<file path="src/hdl/vcia_pkg.sv">
// Function
// holding the active-low reset pin low puts the controller into reset.
// reset restores defaults; no request is raised until software enables the controller.
// host configures counters before enabling their outputs (outside this block).
// an unmasked request asserts the active-low request output and prepares a vector.
// low four vector bits carry the acknowledged position number.
// CPU runs one acknowledge cycle for master, two for cascaded requests.
// master acknowledge cycle reads the vector byte driven on the data bus.
// a return cycle ends service so remaining pending requests are re-prioritised.
// single-controller software keeps vector base top bit clear.
// a cascaded source is flagged by a negative byte, top bit set.
// up to sixteen cascaded controllers, 256 sources in total.
// position zero of the master should stay uncascaded.
// decoded select needs low five or six address bits zero.
// external select decoding includes address bit eight.
// software-written list marks which positions are cascaded.
// each position has a 4-bit in-service counter for its cascaded controller.
// a winning cascaded input gives a negative cascade index when acknowledged.
// a cascaded controller gives one distinct unsigned vector per position.
// master return cycle returns the cascade index of the position in service.
// a return cycle at a cascaded controller ends service; its byte is ignored.
// in 8-bit mode the controller answers only with address bit zero low.
// acknowledge clears the winner's pending bit and sets its in-service bit.
// fixed mode acknowledge of a cascaded position increments its counter.
// in-service bit stays set until return and counter back at zero.
// fixed mode: cascaded in-service bit does not block same-priority request.
// data bus is driven only in selected acknowledge or return cycles.
package vcia_pkg;
   localparam int NPOS = 16;
   localparam int AXI_AW = 5;

   localparam logic [AXI_AW-1:0] OFS_CTRL = 5'h00;
   localparam logic [AXI_AW-1:0] OFS_VBASE = 5'h04;
   localparam logic [AXI_AW-1:0] OFS_CASC = 5'h08;
   localparam logic [AXI_AW-1:0] OFS_MASK = 5'h0C;
   localparam logic [AXI_AW-1:0] OFS_PEND = 5'h10;
   localparam logic [AXI_AW-1:0] OFS_IN_SERVICE_BITS = 5'h14;
   localparam logic [AXI_AW-1:0] OFS_STAT = 5'h18;

   localparam int CTRL_EN_BIT = 0;
   localparam int CTRL_FIXED_BIT = 1;
   localparam int CTRL_BUS8_BIT = 2;

   localparam logic [2:0] RST_CTRL = 3'h0;
   localparam logic [7:0] RST_VBASE = 8'h00;
   localparam logic [15:0] RST_CASC = 16'h0000;
   localparam logic [15:0] RST_MASK = 16'hFFFF;
   localparam logic [15:0] RST_PEND = 16'h0000;

   localparam logic [3:0] CASC_IDX_HI = 4'hF;
   localparam logic [1:0] RESP_OKAY = 2'h0;
   localparam logic [1:0] RESP_SLVERR = 2'h2;
   localparam int SYNC_STAGES = 2;

   // system bus pins, all active low except address bit zero
   typedef struct packed {
      logic sel_n;
      logic rd_n;
      logic ack_n;
      logic ret_n;
      logic address_bit_zero;
   } vcia_sbus_t;

   typedef struct packed {
      logic bus8;
      logic fixed;
      logic en;
   } vcia_ctrl_t;
endpackage : vcia_pkg

</file>
<file path="src/hdl/vcia_sync.sv">
`timescale 1ns/1ps
module vcia_sync #(
   parameter int WIDTH = 1,
   parameter logic [WIDTH-1:0] INIT = '0
) (
   input wire logic i_sys_clk,
   input wire logic i_reset,
   input wire logic [WIDTH-1:0] i_async,
   output logic [WIDTH-1:0] o_sync
);
   logic [WIDTH-1:0] meta_q;
   logic [WIDTH-1:0] sync_q;

   // first stage feeds only the second stage
   always_ff @(posedge i_sys_clk) begin
      if (i_reset) begin
         meta_q <= INIT;
         sync_q <= INIT;
      end else begin
         meta_q <= i_async;
         sync_q <= meta_q;
      end
   end

   assign o_sync = sync_q;
endmodule : vcia_sync

</file>
<file path="src/hdl/vcia_top.sv">
`timescale 1ns/1ps
module vcia_top #(
   parameter int NPOS = vcia_pkg::NPOS
) (
   input wire logic i_sys_clk,
   input wire logic i_reset,
   input wire logic i_rst_pin_n,
   input wire logic [NPOS-1:0] i_irq,
   input wire vcia_pkg::vcia_sbus_t i_sbus,
   output logic o_int_n,
   output logic [7:0] o_sb_data,
   output logic o_sb_data_oe_n,
   input wire logic [vcia_pkg::AXI_AW-1:0] i_axi_awaddr,
   input wire logic i_axi_awvalid,
   output logic o_axi_awready,
   input wire logic [31:0] i_axi_wdata,
   input wire logic [3:0] i_axi_wstrb,
   input wire logic i_axi_wvalid,
   output logic o_axi_wready,
   output logic [1:0] o_axi_bresp,
   output logic o_axi_bvalid,
   input wire logic i_axi_bready,
   input wire logic [vcia_pkg::AXI_AW-1:0] i_axi_araddr,
   input wire logic i_axi_arvalid,
   output logic o_axi_arready,
   output logic [31:0] o_axi_rdata,
   output logic [1:0] o_axi_rresp,
   output logic o_axi_rvalid,
   input wire logic i_axi_rready
);
   localparam int SW = NPOS + 6;
   localparam logic [SW-1:0] SYNC_INIT = {1'b0, {NPOS{1'b0}}, 5'h1F};

   logic [SW-1:0] sync_out;
   logic rst_pin_n_s;
   logic [NPOS-1:0] irq_s;
   vcia_pkg::vcia_sbus_t sb_s;
   logic rst_all;

   vcia_pkg::vcia_ctrl_t ctrl_q;
   logic [7:0] vbase_q;
   logic [NPOS-1:0] cascade_source_list_q;
   logic [NPOS-1:0] mask_q;
   logic [NPOS-1:0] pending_bits_q;
   logic [NPOS-1:0] pending_bits_d;
   logic [NPOS-1:0] in_service_bits_q;
   logic [NPOS-1:0] in_service_bits_d;
   logic [3:0] isc_cnt_q [NPOS];
   logic [3:0] last_ack_q;

   logic cyc_act;
   logic cyc_prev_q;
   logic ack_start;
   logic ret_start;
   logic win_vld;
   logic [3:0] win_pos;
   logic ret_vld;
   logic [3:0] ret_pos;
   logic [NPOS-1:0] blocked;
   logic [7:0] ack_byte;
   logic [7:0] ret_byte;
   logic ret_keep;

   logic aw_ready_q;
   logic w_ready_q;
   logic bvalid_q;
   logic [1:0] bresp_q;
   logic ar_ready_q;
   logic rvalid_q;
   logic [31:0] rdata_q;
   logic [1:0] rresp_q;
   logic wr_fire;
   logic o_int_n_q;
   logic [7:0] sb_data_q;
   logic sb_oe_n_q;

   // pins cross into the clock domain before anything looks at them
   vcia_sync #(
      .WIDTH(SW),
      .INIT(SYNC_INIT)
   ) u_sync (
      .i_sys_clk(i_sys_clk),
      .i_reset(i_reset),
      .i_async({i_rst_pin_n, i_irq, i_sbus}),
      .o_sync(sync_out)
   );

   assign rst_pin_n_s = sync_out[SW-1];
   assign irq_s = sync_out[SW-2:5];
   assign sb_s = vcia_pkg::vcia_sbus_t'(sync_out[4:0]);
   assign rst_all = i_reset | ~rst_pin_n_s;

   // selected acknowledge or return read; odd addresses ignored in 8-bit mode
   assign cyc_act = ~sb_s.sel_n & ~sb_s.rd_n & (~sb_s.ack_n | ~sb_s.ret_n)
                    & ~(ctrl_q.bus8 & sb_s.address_bit_zero);
   assign ack_start = cyc_act & ~cyc_prev_q & ~sb_s.ack_n;
   assign ret_start = cyc_act & ~cyc_prev_q & sb_s.ack_n;

   // priority 0 highest; in fixed mode in-service bits block lower priorities, and equal ones only when uncascaded, otherwise any in-service bit blocks all
   always_comb begin
      logic seen;
      seen = 1'b0;
      blocked = '0;
      win_vld = 1'b0;
      win_pos = 4'h0;
      ret_vld = 1'b0;
      ret_pos = 4'h0;
      for (int i = 0; i < NPOS; i++) begin
         if (ctrl_q.fixed) begin
            blocked[i] = seen | (in_service_bits_q[i] & ~cascade_source_list_q[i]);
         end else begin
            blocked[i] = |in_service_bits_q;
         end
         seen = seen | in_service_bits_q[i];
      end
      for (int i = NPOS - 1; i >= 0; i--) begin
         if (pending_bits_q[i] & ~mask_q[i] & ~blocked[i]) begin
            win_vld = 1'b1;
            win_pos = 4'(i);
         end
         if (in_service_bits_q[i]) begin
            ret_vld = 1'b1;
            ret_pos = 4'(i);
         end
      end
   end

   // cascaded positions answer with a negative cascade table index
   // sixteen positions, each may carry a cascaded controller
   assign ack_byte = cascade_source_list_q[win_pos] ? {vcia_pkg::CASC_IDX_HI, win_pos}
                     : {vbase_q[7:4], win_pos};
   assign ret_byte = cascade_source_list_q[ret_pos] ? {vcia_pkg::CASC_IDX_HI, ret_pos}
                     : {vbase_q[7:4], ret_pos};
   assign ret_keep = cascade_source_list_q[ret_pos] && isc_cnt_q[ret_pos] > 4'h1;

   always_ff @(posedge i_sys_clk) begin
      if (rst_all) begin
         cyc_prev_q <= 1'b0;
      end else begin
         cyc_prev_q <= cyc_act;
      end
   end

   // request line: silent until software sets the enable bit
   always_ff @(posedge i_sys_clk) begin
      if (rst_all) begin
         o_int_n_q <= 1'b1;
      end else begin
         o_int_n_q <= ~(ctrl_q.en & win_vld);
      end
   end

   // data byte is latched at the start of the cycle and held until it ends
   always_ff @(posedge i_sys_clk) begin
      if (rst_all) begin
         sb_data_q <= 8'h00;
         sb_oe_n_q <= 1'b1;
      end else begin
         sb_oe_n_q <= ~cyc_act;
         if (ack_start) begin
            sb_data_q <= ack_byte;
         end else if (ret_start) begin
            sb_data_q <= ret_byte;
         end
      end
   end

   // hardware set wins over software or acknowledge clear
   always_comb begin
      pending_bits_d = pending_bits_q;
      if (wr_fire && i_axi_awaddr == vcia_pkg::OFS_PEND) begin
         pending_bits_d = merge16(pending_bits_q, i_axi_wdata[15:0], i_axi_wstrb[1:0]);
      end
      if (ack_start && win_vld) begin
         pending_bits_d[win_pos] = 1'b0;
      end
      if (ctrl_q.en) begin
         pending_bits_d = pending_bits_d | irq_s;
      end
   end

   always_comb begin
      in_service_bits_d = in_service_bits_q;
      if (ret_start && ret_vld && !ret_keep) begin
         in_service_bits_d[ret_pos] = 1'b0;
      end
      if (ack_start && win_vld) begin
         in_service_bits_d[win_pos] = 1'b1;
      end
   end

   always_ff @(posedge i_sys_clk) begin
      if (rst_all) begin
         pending_bits_q <= vcia_pkg::RST_PEND;
         in_service_bits_q <= '0;
         last_ack_q <= 4'h0;
      end else begin
         pending_bits_q <= pending_bits_d;
         in_service_bits_q <= in_service_bits_d;
         if (ack_start && win_vld) begin
            last_ack_q <= win_pos;
         end
      end
   end

   // one hidden in-service counter per position
   generate
      for (genvar g = 0; g < NPOS; g++) begin : g_isc
         always_ff @(posedge i_sys_clk) begin
            if (rst_all) begin
               isc_cnt_q[g] <= 4'h0;
            end else if (ack_start && win_vld && win_pos == 4'(g)
                         && ctrl_q.fixed && cascade_source_list_q[g]) begin
               isc_cnt_q[g] <= isc_cnt_q[g] + 4'h1;
            end else if (ret_start && ret_vld && ret_pos == 4'(g)
                         && isc_cnt_q[g] != 4'h0) begin
               isc_cnt_q[g] <= isc_cnt_q[g] - 4'h1;
            end
         end
      end
   endgenerate

   function automatic logic [15:0] merge16(input logic [15:0] old, input logic [15:0] nw,
                                           input logic [1:0] strb);
      merge16 = {strb[1] ? nw[15:8] : old[15:8], strb[0] ? nw[7:0] : old[7:0]};
   endfunction : merge16

   // write: address and data are taken together, one write outstanding
   assign wr_fire = aw_ready_q;

   always_ff @(posedge i_sys_clk) begin
      if (rst_all) begin
         aw_ready_q <= 1'b0;
         w_ready_q <= 1'b0;
         bvalid_q <= 1'b0;
         bresp_q <= vcia_pkg::RESP_OKAY;
      end else begin
         aw_ready_q <= i_axi_awvalid & i_axi_wvalid & ~aw_ready_q & ~bvalid_q;
         w_ready_q <= i_axi_awvalid & i_axi_wvalid & ~aw_ready_q & ~bvalid_q;
         if (aw_ready_q) begin
            bvalid_q <= 1'b1;
            bresp_q <= (i_axi_awaddr <= vcia_pkg::OFS_PEND && i_axi_awaddr[1:0] == 2'h0)
                       ? vcia_pkg::RESP_OKAY : vcia_pkg::RESP_SLVERR;
         end else if (i_axi_bready) begin
            bvalid_q <= 1'b0;
         end
      end
   end

   always_ff @(posedge i_sys_clk) begin
      if (rst_all) begin
         ctrl_q <= vcia_pkg::vcia_ctrl_t'(vcia_pkg::RST_CTRL);
         vbase_q <= vcia_pkg::RST_VBASE;
         cascade_source_list_q <= vcia_pkg::RST_CASC;
         mask_q <= vcia_pkg::RST_MASK;
      end else if (wr_fire) begin
         unique case (i_axi_awaddr)
            vcia_pkg::OFS_CTRL: begin
               if (i_axi_wstrb[0]) begin
                  ctrl_q <= vcia_pkg::vcia_ctrl_t'(i_axi_wdata[2:0]);
               end
            end
            vcia_pkg::OFS_VBASE: begin
               if (i_axi_wstrb[0]) begin
                  vbase_q <= i_axi_wdata[7:0];
               end
            end
            vcia_pkg::OFS_CASC: begin
               cascade_source_list_q <= merge16(cascade_source_list_q, i_axi_wdata[15:0],
                                                i_axi_wstrb[1:0]);
            end
            vcia_pkg::OFS_MASK: begin
               mask_q <= merge16(mask_q, i_axi_wdata[15:0], i_axi_wstrb[1:0]);
            end
            default: begin
            end
         endcase
      end
   end

   // read: one read outstanding, answered the cycle after arready
   always_ff @(posedge i_sys_clk) begin
      if (rst_all) begin
         ar_ready_q <= 1'b0;
         rvalid_q <= 1'b0;
         rdata_q <= 32'h0000_0000;
         rresp_q <= vcia_pkg::RESP_OKAY;
      end else begin
         ar_ready_q <= i_axi_arvalid & ~ar_ready_q & ~rvalid_q;
         if (ar_ready_q) begin
            rvalid_q <= 1'b1;
            rresp_q <= vcia_pkg::RESP_OKAY;
            unique case (i_axi_araddr)
               vcia_pkg::OFS_CTRL: rdata_q <= {29'h0, ctrl_q};
               vcia_pkg::OFS_VBASE: rdata_q <= {24'h0, vbase_q};
               vcia_pkg::OFS_CASC: rdata_q <= {16'h0, cascade_source_list_q};
               vcia_pkg::OFS_MASK: rdata_q <= {16'h0, mask_q};
               vcia_pkg::OFS_PEND: rdata_q <= {16'h0, pending_bits_q};
               vcia_pkg::OFS_IN_SERVICE_BITS: rdata_q <= {16'h0, in_service_bits_q};
               vcia_pkg::OFS_STAT: rdata_q <= {20'h0, last_ack_q, win_pos, 3'h0, win_vld};
               default: begin
                  rdata_q <= 32'h0000_0000;
                  rresp_q <= vcia_pkg::RESP_SLVERR;
               end
            endcase
         end else if (i_axi_rready) begin
            rvalid_q <= 1'b0;
         end
      end
   end

   assign o_int_n = o_int_n_q;
   assign o_sb_data = sb_data_q;
   assign o_sb_data_oe_n = sb_oe_n_q;
   assign o_axi_awready = aw_ready_q;
   assign o_axi_wready = w_ready_q;
   assign o_axi_bvalid = bvalid_q;
   assign o_axi_bresp = bresp_q;
   assign o_axi_arready = ar_ready_q;
   assign o_axi_rvalid = rvalid_q;
   assign o_axi_rdata = rdata_q;
   assign o_axi_rresp = rresp_q;
endmodule : vcia_top

</file>
<file path="config.mk">
export PLATFORM = sky130hd
export DESIGN_NAME = vcia_top
export DESIGN_NICKNAME = d
export VERILOG_FILES = /design/src/hdl/vcia_pkg.sv /design/src/hdl/vcia_sync.sv /design/src/hdl/vcia_top.sv
export SDC_FILE = /design/constraint.sdc
export NUM_CORES = 1
export LEC_CHECK = 0
export BUFFER_PORTS_ARGS = -buffer_cell sky130_fd_sc_hd__buf_2
export CAP_MARGIN = 20
export CORE_ASPECT_RATIO = 0.8
export CORE_MARGIN = 10
export CORE_UTILIZATION = 66
export CTS_BUF_LIST = sky130_fd_sc_hd__clkbuf_2 sky130_fd_sc_hd__clkbuf_4 sky130_fd_sc_hd__clkbuf_8
export DETAILED_ROUTE_END_ITERATION = 7
export HOLD_SLACK_MARGIN = 0.03
export PLACE_DENSITY = 0.92
export REMOVE_ABC_BUFFERS = 1
export SLEW_MARGIN = 15
export SYNTH_ARGS = -nofsm -noshare
export SYNTH_HDL_FRONTEND = slang
export SYNTH_SLANG_ARGS = --single-unit
</file>
<file path="constraint.sdc">
create_clock -name i_sys_clk -period 10.1 [get_ports i_sys_clk]
set_input_delay 0 -clock i_sys_clk [delete_from_list [all_inputs] [get_ports i_sys_clk]]
set_output_delay 0 -clock i_sys_clk [all_outputs]
set_load 0.005 [all_outputs]
</file>
==> results of run 1 <==
synth_stat cells, drive strengths merged, types with 6 or more instances:
library cell and instances:
dfxtp 156, nor2 141, nand2 86, a21oi 83, inv 77, nor2b 66
edfxtp 64, mux2i 62, o21ai 59, nand3 56, nor3 51, clkbuf 41
buf 39, ha 32, and3 29, nand2b 29, a221oi 25, a22oi 20
a31oi 20, a211oi 19, o221ai 19, or2 14, a211o 13, mux2 13
nor4 13, nand4 12, and2 11, o21a 11, o22ai 11, a222oi 9
o211ai 9, o31a 9, a21o 8, a2bb2oi 7, or3 6
routing by layer:
metal,vias to the layer above,routed length (um),track usage [%]
met1,5788,15200,39.6
met3,238,5890,9.94
li1,5347,-,-
met4,0,2220,16.7
met5,-,0,0
met2,1062,18500,52.3
path summary, 6_finish.rpt:
kind | endpoint | slack [ns] | depth (start not counted)
worst min-delay path | u_sync.o_sync[20] | 0.12 | 2
worst max-delay path | isc_cnt_q[13][2] | 5.14 | 10
worst min register to register | u_sync.o_sync[0] | 0.41 | 1
worst max register to register | isc_cnt_q[13][2] | 5.14 | 10
state kept, by name, indices dropped and copies added, names as in the netlist, 16 cells and up:
name and flops:
cascade_source_list_q 16, in_service_bits_q 16, isc_cnt_q 64, mask_q 16, o_axi_rdata 16, pending_bits_q 16, u_sync.meta_q 22, u_sync.o_sync 22
cell type report:
class                   count  area, um^2  share of cell area [%]
multi-input cells        1030        6700                    47.4
flip-flops and latches    220        5040                    35.7
repair buffers            148        1020                    7.18
clock buffers              53         686                    4.85
well taps                 253         317                    2.24
inverters                  77         289                    2.04
clock inverters             8        92.6                   0.655
diodes                      1        2.50                  0.0177
per-stage QoR:
stage          hold slack [ns]  instances  total power [W]  util [%]  cell area (um^2)
2_1_floorplan           0.0716       1327          0.00113         -             12000
3_3_place_gp             0.182       1676          0.00118      70.3             12800
3_5_place_dp             0.186       1676          0.00119      70.3             12800
4_1_cts                 0.0664       1788          0.00204      77.3             14100
5_1_grt                  0.173       1790          0.00212      77.4             14100
6_report                 0.122       1790          0.00206      77.4             14100
logic make-up (layout without fill, tap and decap cells):
| family | after synthesis | after routing | synth area share [%] |
|---|---|---|---|
| multiplexers | 75 | 75 | 6.20 |
| buffers and inverters | 157 | 286 | 5.69 |
| other | 1 | 19 | 0.0303 |
| XOR/XNOR | 3 | 3 | 0.213 |
| flip-flops | 220 | 220 | 40.8 |
| AND/OR/NAND/NOR | 538 | 538 | 22.7 |
| adder cells (fa/ha/maj) | 33 | 33 | 3.40 |
| AO/OA/AOI/OAI | 363 | 363 | 21.0 |
layout by cell type, fill, tap and decap left out, types with 11 or more instances in the layout:
cell type,n
buf_2,89
ha_1,32
and3_1,29
o221ai_1,19
nand2_1,86
nor2b_1,65
o22ai_1,11
o21a_1,11
dfxtp_1,156
or2_2,13
a221oi_1,25
nand4_1,12
a211o_1,13
mux2i_1,62
inv_1,77
a31oi_1,20
a211oi_1,18
nor3_1,49
o21ai_0,53
a21oi_1,80
and2_1,11
clkbuf_8,46
mux2_2,13
dlygate4sd3_1,51
nand3_1,55
nor2_1,139
a22oi_1,20
edfxtp_1,64
conb_1,18
nand2b_1,28
report_power, final:
group	internal [W]	leakage [nW]	total (W)	switching [W]
Combinational	0.0000908	3.37	0.000173	0.0000818
Clock	0.000486	0.411	0.000860	0.000375
Sequential	0.000967	2.02	0.00103	0.0000647
Total	0.00154	5.81	0.00206	0.000521
what timing repair did:
action / in CTS / in global routing
endpoints found under the hold margin: 87 / 0
hold buffers: 51 / 0
resized for setup: 0 / 0
==> summary.md, run 1 <==
| Metric | Value |
|---|---|
| Status | `complete, but fails checks` |
| Failing checks | `DRC` |
| Post-synth EDFFs | `64` |
| DRT Pass-1 Iters | `8` |
| Drt first-iter violations | `2064` |
| Drt wl/cell | `23.4 um` |
| Critical Path Start | `in_service_bits_q[3]` |
| Clk root buf | `clkbuf_8` |
| Gr ovfl total | `0` |
| VDD IR max | `0.129 mV` |
| DRT antenna net count | `0` |
| DR vias/cell | `6.95` |
| Mapped cell area | `12400 um^2` |
| Synth top area share | `25.3%` |
| Fin crit share | `49.1%` |
| Min-delay worst type | `in -> reg` |
| Layout area overhead | `14.4%` |
| Syn avg cell area | `8.89 um^2` |
| Area contributors post-synth | `dfxtp_1, edfxtp_1, mux2i_1, nor2_1, nor2b_1` |
| Crit path max-delay family | `simple AND/OR/NAND/NOR gates` |
| FP Rows | `44` |
| Crit Path Class | `reg -> reg` |
| Worst path arrival time | `5.36 ns` |
| Max frequency | `202 MHz` |
| Startpoint types | `register` |
| Cells after Synth | `1390` |
| Vias in the first global route | `12200` |
| Fin. Hold Viols | `0` |
| Vert. Die Dim | `142 um` |
| Async S/R FF share, synth | `0%` |
| RePlAce Congestion | `1.04` |
| Sequential fraction of the synthesis area | `40.8%` |
| CP most frequent cell | `nor2_1` |
| Crit. End Element | `register` |
| CP max stage cell | `nor2_1` |
| Pleak | `5.81 nW` |
| Pin count of the biggest net entering global routing | `57` |
| Setup WS post-layout | `5.14 ns` |
| CTS sink cnt | `220` |
| # setup viols final | `0` |
| Worst-margin pin slew | `1.07 ns` |
| Layout cells sized above 1 | `13.6%` |
| Clock Tree Buf Depth | `3` |
| FF-to-FF Start | `in_service_bits_q[3]` |
| Place WS | `5.57 ns` |
| #FFs+latches synth | `220` |
| Worst skew pair latency | `0.54 ns` |
| Dpl hpwl | `27.1 mm` |
| TritonCTS clock tree | `done` |
| Port bufs | `89` |
| # IOs | `126` |
| Drt total wl | `41.9 mm` |
| Fillers | `1193` |
| RSZ-0062 raised after global routing | `no` |
| Die area | `24600 um^2` |
| Tmin final | `4.96 ns` |
| Die Span X | `173 um` |
| GRT Overall Usage | `32.7%` |
| Slew headroom | `28.7%` |
| Synth warn | `0` |
| Max-slew violations | `0` |
| Crit-path max cell delay | `0.89 ns` |
| Core Area | `18300 um^2` |
| Distinct cell type count after synthesis | `84` |
| Hold path start | `i_reset` |
| Total setup buffers inserted after CTS | `0` |
| Yosys top cell by area | `dfxtp_1` |
| Fin nets | `1620` |
| CTS H-Tree Depth | `2` |
| Reg clk slew, reported paths | `0.06 ns` |
| CP cell instances | `nor4_4 -> nand2_1 -> o21ai_1 -> o311ai_1 -> o32ai_1 -> nor2_1 -> nor2_1 -> nand3_1 -> o221ai_1 -> o21a_1` |
| Total CTS buffers | `35` |
| Buf/Inv on CP | `0` |
| Post-route DRC | `8` |
| Initial core utilization | `67.6%` |
| Initial antenna violation count | `1` |
| Primary FF master, synth | `dfxtp_1` |
| First-pass GRT wire length | `65.8 mm` |
| CP Max Fanout | `12` |
| Total number of vias | `12400` |
| Max Cap Viol | `0` |
| TNS Setup | `0 ns` |
| Critical Path RT | `10.50 ns` |
| Pwr dens | `146 nW/um^2` |
| Clock skew | `0.0322 ns` |
No activity file was read; power rests on OpenSTA's default activity.
==> run 2: changes to the inputs <==
- ABC_AREA: not set -> 1
- CORE_UTILIZATION: 66 -> 56
- PLACE_DENSITY: 0.92 -> 0.83
- clock period: 10.1 -> 4.1 ns (I/O delays scaled with it)
==> run 2 against run 1 <==
Effect of this change: the run now ends clean; non-clock buffer count up 38; die area increased by 15%; final area increased by 3.0%; area after synthesis about the same; critical path type unchanged; flip-flop and latch count unchanged; synthesized cell count increased by 17%; register-to-register slack lost 4.7 ns; first-iteration DRC count is 14% lower; largest power group unchanged; critical endpoint is now isc_cnt_q[5][2]; clock power grew to 2.5 times the previous value.
==> summary.md, run 2 <==
| Metric | Value |
|---|---|
| Status | `finished, final reports clean` |
| Most flops, register | `isc_cnt_q` |
| Drt first-iter violations | `1771 (-14%)` |
| Antenna diodes | `0 (-1)` |
| Gr ovfl total | `0 (unchanged)` |
| Startpoint types | `register` |
| Post-route DRC | `0 (-8)` |
| Clock skew | `0.0324 ns (+0.000206 ns)` |
| Slew headroom | `27.9% (-0.86 points)` |
| Clk root buf | `clkbuf_8` |
| Hold Path Stages | `3 (+1)` |
| Final Total Pwr | `0.00469 W (+130%)` |
| Worst-margin pin slew | `1.08 ns (+0.0128 ns)` |
| Reg clk slew, reported paths | `0.07 ns (about the same)` |
| Drt wl/cell | `19.4 um (-17%)` |
| Reg2Reg Setup Slack | `0.40 ns (-4.74 ns)` |
| Critical Path Start | `in_service_bits_q[1]` |
| Clock Tree Buf Depth | `3 (unchanged)` |
| Pint | `0.00359 W (+130%)` |
| Fin crit share | `90.3% (+41 points)` |
| Post-synth EDFFs | `64 (unchanged)` |
| Layout area overhead | `18.0%` |
| Layout cells sized above 1 | `14.4% (+0.77 points)` |
| R2r endpoint | `isc_cnt_q[5][2]` |
| Crit path capture | `isc_cnt_q[5][2]` |
| Post-Layout Cell Count | `2098 (+17%)` |
| Commonest non-fill, non-tap cell in the layout | `nand2_1` |
| Worst skew pair latency | `0.57 ns (+0.03 ns)` |
| Total CTS buffers | `37 (+5.7%)` |
| Total setup buffers inserted after CTS | `0 (unchanged)` |
| Setup WS post-layout | `0.399 ns (-4.74 ns)` |
| Pwr dens | `322 nW/um^2 (+120%)` |
| Switching share of total power | `23.5% (-1.7 points)` |
| CP Max Fanout | `13 (+1)` |
| Async S/R FF share, synth | `0% (unchanged)` |
| Worst path arrival time | `3.94 ns (-1.42 ns)` |
| Area contributors post-synth | `dfxtp_1, edfxtp_1, nand2_1, inv_1, nor2_1` |
| Die Span X | `186 um (+7.5%)` |
| Max-slew violations | `0 (unchanged)` |
| DRT Pass-1 Iters | `6 (-2)` |
| VDD IR max | `0.333 mV (+160%)` |
| GRT Overall Usage | `27.8% (-4.9 points)` |
| Yosys top cell by area | `dfxtp_1` |
| #FFs+latches synth | `220 (unchanged)` |
| Most frequent cells in the layout | `nand2_1, inv_1, nor2_1, dfxtp_1, nand3_1` |
| Port bufs | `89 (unchanged)` |
| Distinct cell type count after synthesis | `61 (-27%)` |
| Fin. Hold Viols | `0 (unchanged)` |
| Mapped cell area | `12400 um^2 (about the same)` |
| Top-count cell post-synth | `nand2_1` |
| Place WS | `0.425 ns (-5.15 ns)` |
| Initial core utilization | `57.1% (-10 points)` |
| Synth warn | `0 (unchanged)` |
| Dpl hpwl | `29.0 mm (+7.1%)` |
| DR vias/cell | `5.89 (-15%)` |
| Worst r2r path cells | `19 (+9)` |
| Vias in the first global route | `11700 (-3.8%)` |
| Critical Path RT | `4.34 ns (-6.16 ns)` |
| Synth top area share | `25.3% (about the same)` |
| TritonCTS clock tree | `done` |
| Min-delay worst type | `in -> reg` |
| Cells after Synth | `1626 (+17%)` |
| CTS H-Tree Depth | `2 (unchanged)` |
| DRT antenna net count | `0 (unchanged)` |
| # IOs | `126 (unchanged)` |
| Pin count of the biggest net entering global routing | `64 (+12%)` |
| Max frequency | `270 MHz (+34%)` |
| CTS sink cnt | `220 (unchanged)` |
| Vert. Die Dim | `153 um (+7.3%)` |
| Clk pwr share | `46.1% (+4.4 points)` |
| Die area | `28400 um^2 (+15%)` |
| Sequential fraction of the synthesis area | `40.8% (about the same)` |
| Initial antenna violation count | `0 (-1)` |
| Core Area | `21600 um^2 (+18%)` |
| First-pass GRT wire length | `63.5 mm (-3.4%)` |
| Switching pwr | `0.00110 W (+110%)` |
| Primary FF master, synth | `dfxtp_1` |
| Pleak | `6.21 nW (+6.8%)` |
| Tmin final | `3.70 ns (-1.26 ns)` |
| RSZ-0062 raised after global routing | `no` |
| Largest register FFs | `64 (unchanged)` |
| Total number of vias | `12400 (-0.55%)` |
| RePlAce Congestion | `1.04 (about the same)` |
| Gate power share | `5.1% (-3.3 points)` |
| FF-to-FF Start | `in_service_bits_q[1]` |
| Top post-synthesis cells by count | `nand2_1, inv_1, dfxtp_1, nor2_1, nand3_1` |
| Cells after DPL | `1960 (+17%)` |
| Drt total wl | `40.7 mm (-2.8%)` |
| TNS Setup | `0 ns (unchanged)` |
| Syn avg cell area | `7.60 um^2 (-15%)` |
| Fin nets | `1906 (+18%)` |
| FP Rows | `48 (+9.1%)` |
| # setup viols final | `0 (unchanged)` |
| Crit Path Class | `reg -> reg` |
| Max Cap Viol | `0 (unchanged)` |
| Sequential power share | `48.8% (-1.2 points)` |
| Crit. End Element | `register` |
-- run 2: cell types whose count changed after synthesis, moves of 30 or more --
| cell | previous run | this run |
|---|---|---|
| nand3_1 | 55 | 100 |
| nand2_1 | 86 | 277 |
| o21ai_0 | 53 | 83 |
| mux2i_1 | 62 | 5 |
| xor2_1 | 1 | 31 |
| nor2b_1 | 66 | 0 |
| o22ai_1 | 11 | 47 |
| inv_1 | 77 | 247 |
-- run 2: critical path: stages, from the launching register on --
cell and delay [ns]:
dfxtp_1 0.36, nor2_4 0.23, nand2_4 0.13, nor2_8 0.21
nand2_4 0.07, nand2_4 0.19, inv_2 0.13, nor3_1 0.13
o21ai_1 0.10, nand2_1 0.12, o21ai_1 0.11, nand2_1 0.07
nand3_1 0.08, a21oi_2 0.34, inv_1 0.30, nand4_1 0.24
inv_1 0.10, a21oi_2 0.15, nand3_2 0.12, nand2_1 0.18
-- run 2: how the worst min path moves through the flow --
stage / startpoint / endpoint
after floorplan: i_reset / u_sync.meta_q[10]
after global placement: i_sbus[2] / u_sync.meta_q[2]
after detailed placement: i_sbus[0] / u_sync.meta_q[0]
after CTS: i_axi_araddr[4] / o_axi_rdata[2]
after global routing: i_sbus[3] / u_sync.meta_q[3]
final: i_sbus[4] / u_sync.meta_q[4]
-- run 2: area by class of cell --
class | instances | area, um^2
fill | 1760 | 7050
multi-input combinational | 1087 | 6030
sequential | 220 | 5040
timing repair buffer | 186 | 1370
inverter | 266 | 998
clock buffer | 57 | 697
tap | 275 | 344
clock inverter | 7 | 95.1
-- run 2: kinds of logic after synthesis --
family / count (synthesis) / synth area share (%)
other: 1 / 0.0304
muxes: 7 / 0.587
xor gates and xnor gates: 55 / 3.90
and+or+nand+nor: 654 / 24.5
AOI/OAI and AO/OA: 320 / 15.8
buffers and inverters: 336 / 11.0
adders and majority gates: 33 / 3.40
DFF: 220 / 40.8
-- run 2: what timing repair did --
action	in CTS	in global routing
hold endpoints to repair	104	0
endpoints found under the setup margin	0	1
resized for setup	0	1
hold buffers	73	0
-- run 2: power groups by stage --
stage          combinational [W]  sequential [W]  clock (W)
2_1_floorplan           0.000104         0.00233          0
3_3_place_gp            0.000168         0.00233          0
3_5_place_dp            0.000174         0.00233          0
4_1_cts                 0.000227         0.00229    0.00215
5_1_grt                 0.000261         0.00229    0.00227
6_report                0.000237         0.00229    0.00216
-- run 2: stage by stage --
step | cell area (um^2) | utilization [%] | hold slack [ns]
floorplan | 12100 | - | 0.0712
global placement | 13000 | 60.3 | 0.181
detailed placement | 13000 | 60.3 | 0.187
CTS | 14600 | 67.3 | 0.150
global route | 14600 | 67.4 | 0.174
finish | 14600 | 67.4 | 0.167
-- run 2: routing by layer --
layer  part of all wire, %  GRT usage [%]
met5                     0              0
met4                   2.7           7.59
met3                    13           10.0
met2                    43           41.9
met1                    41           36.9
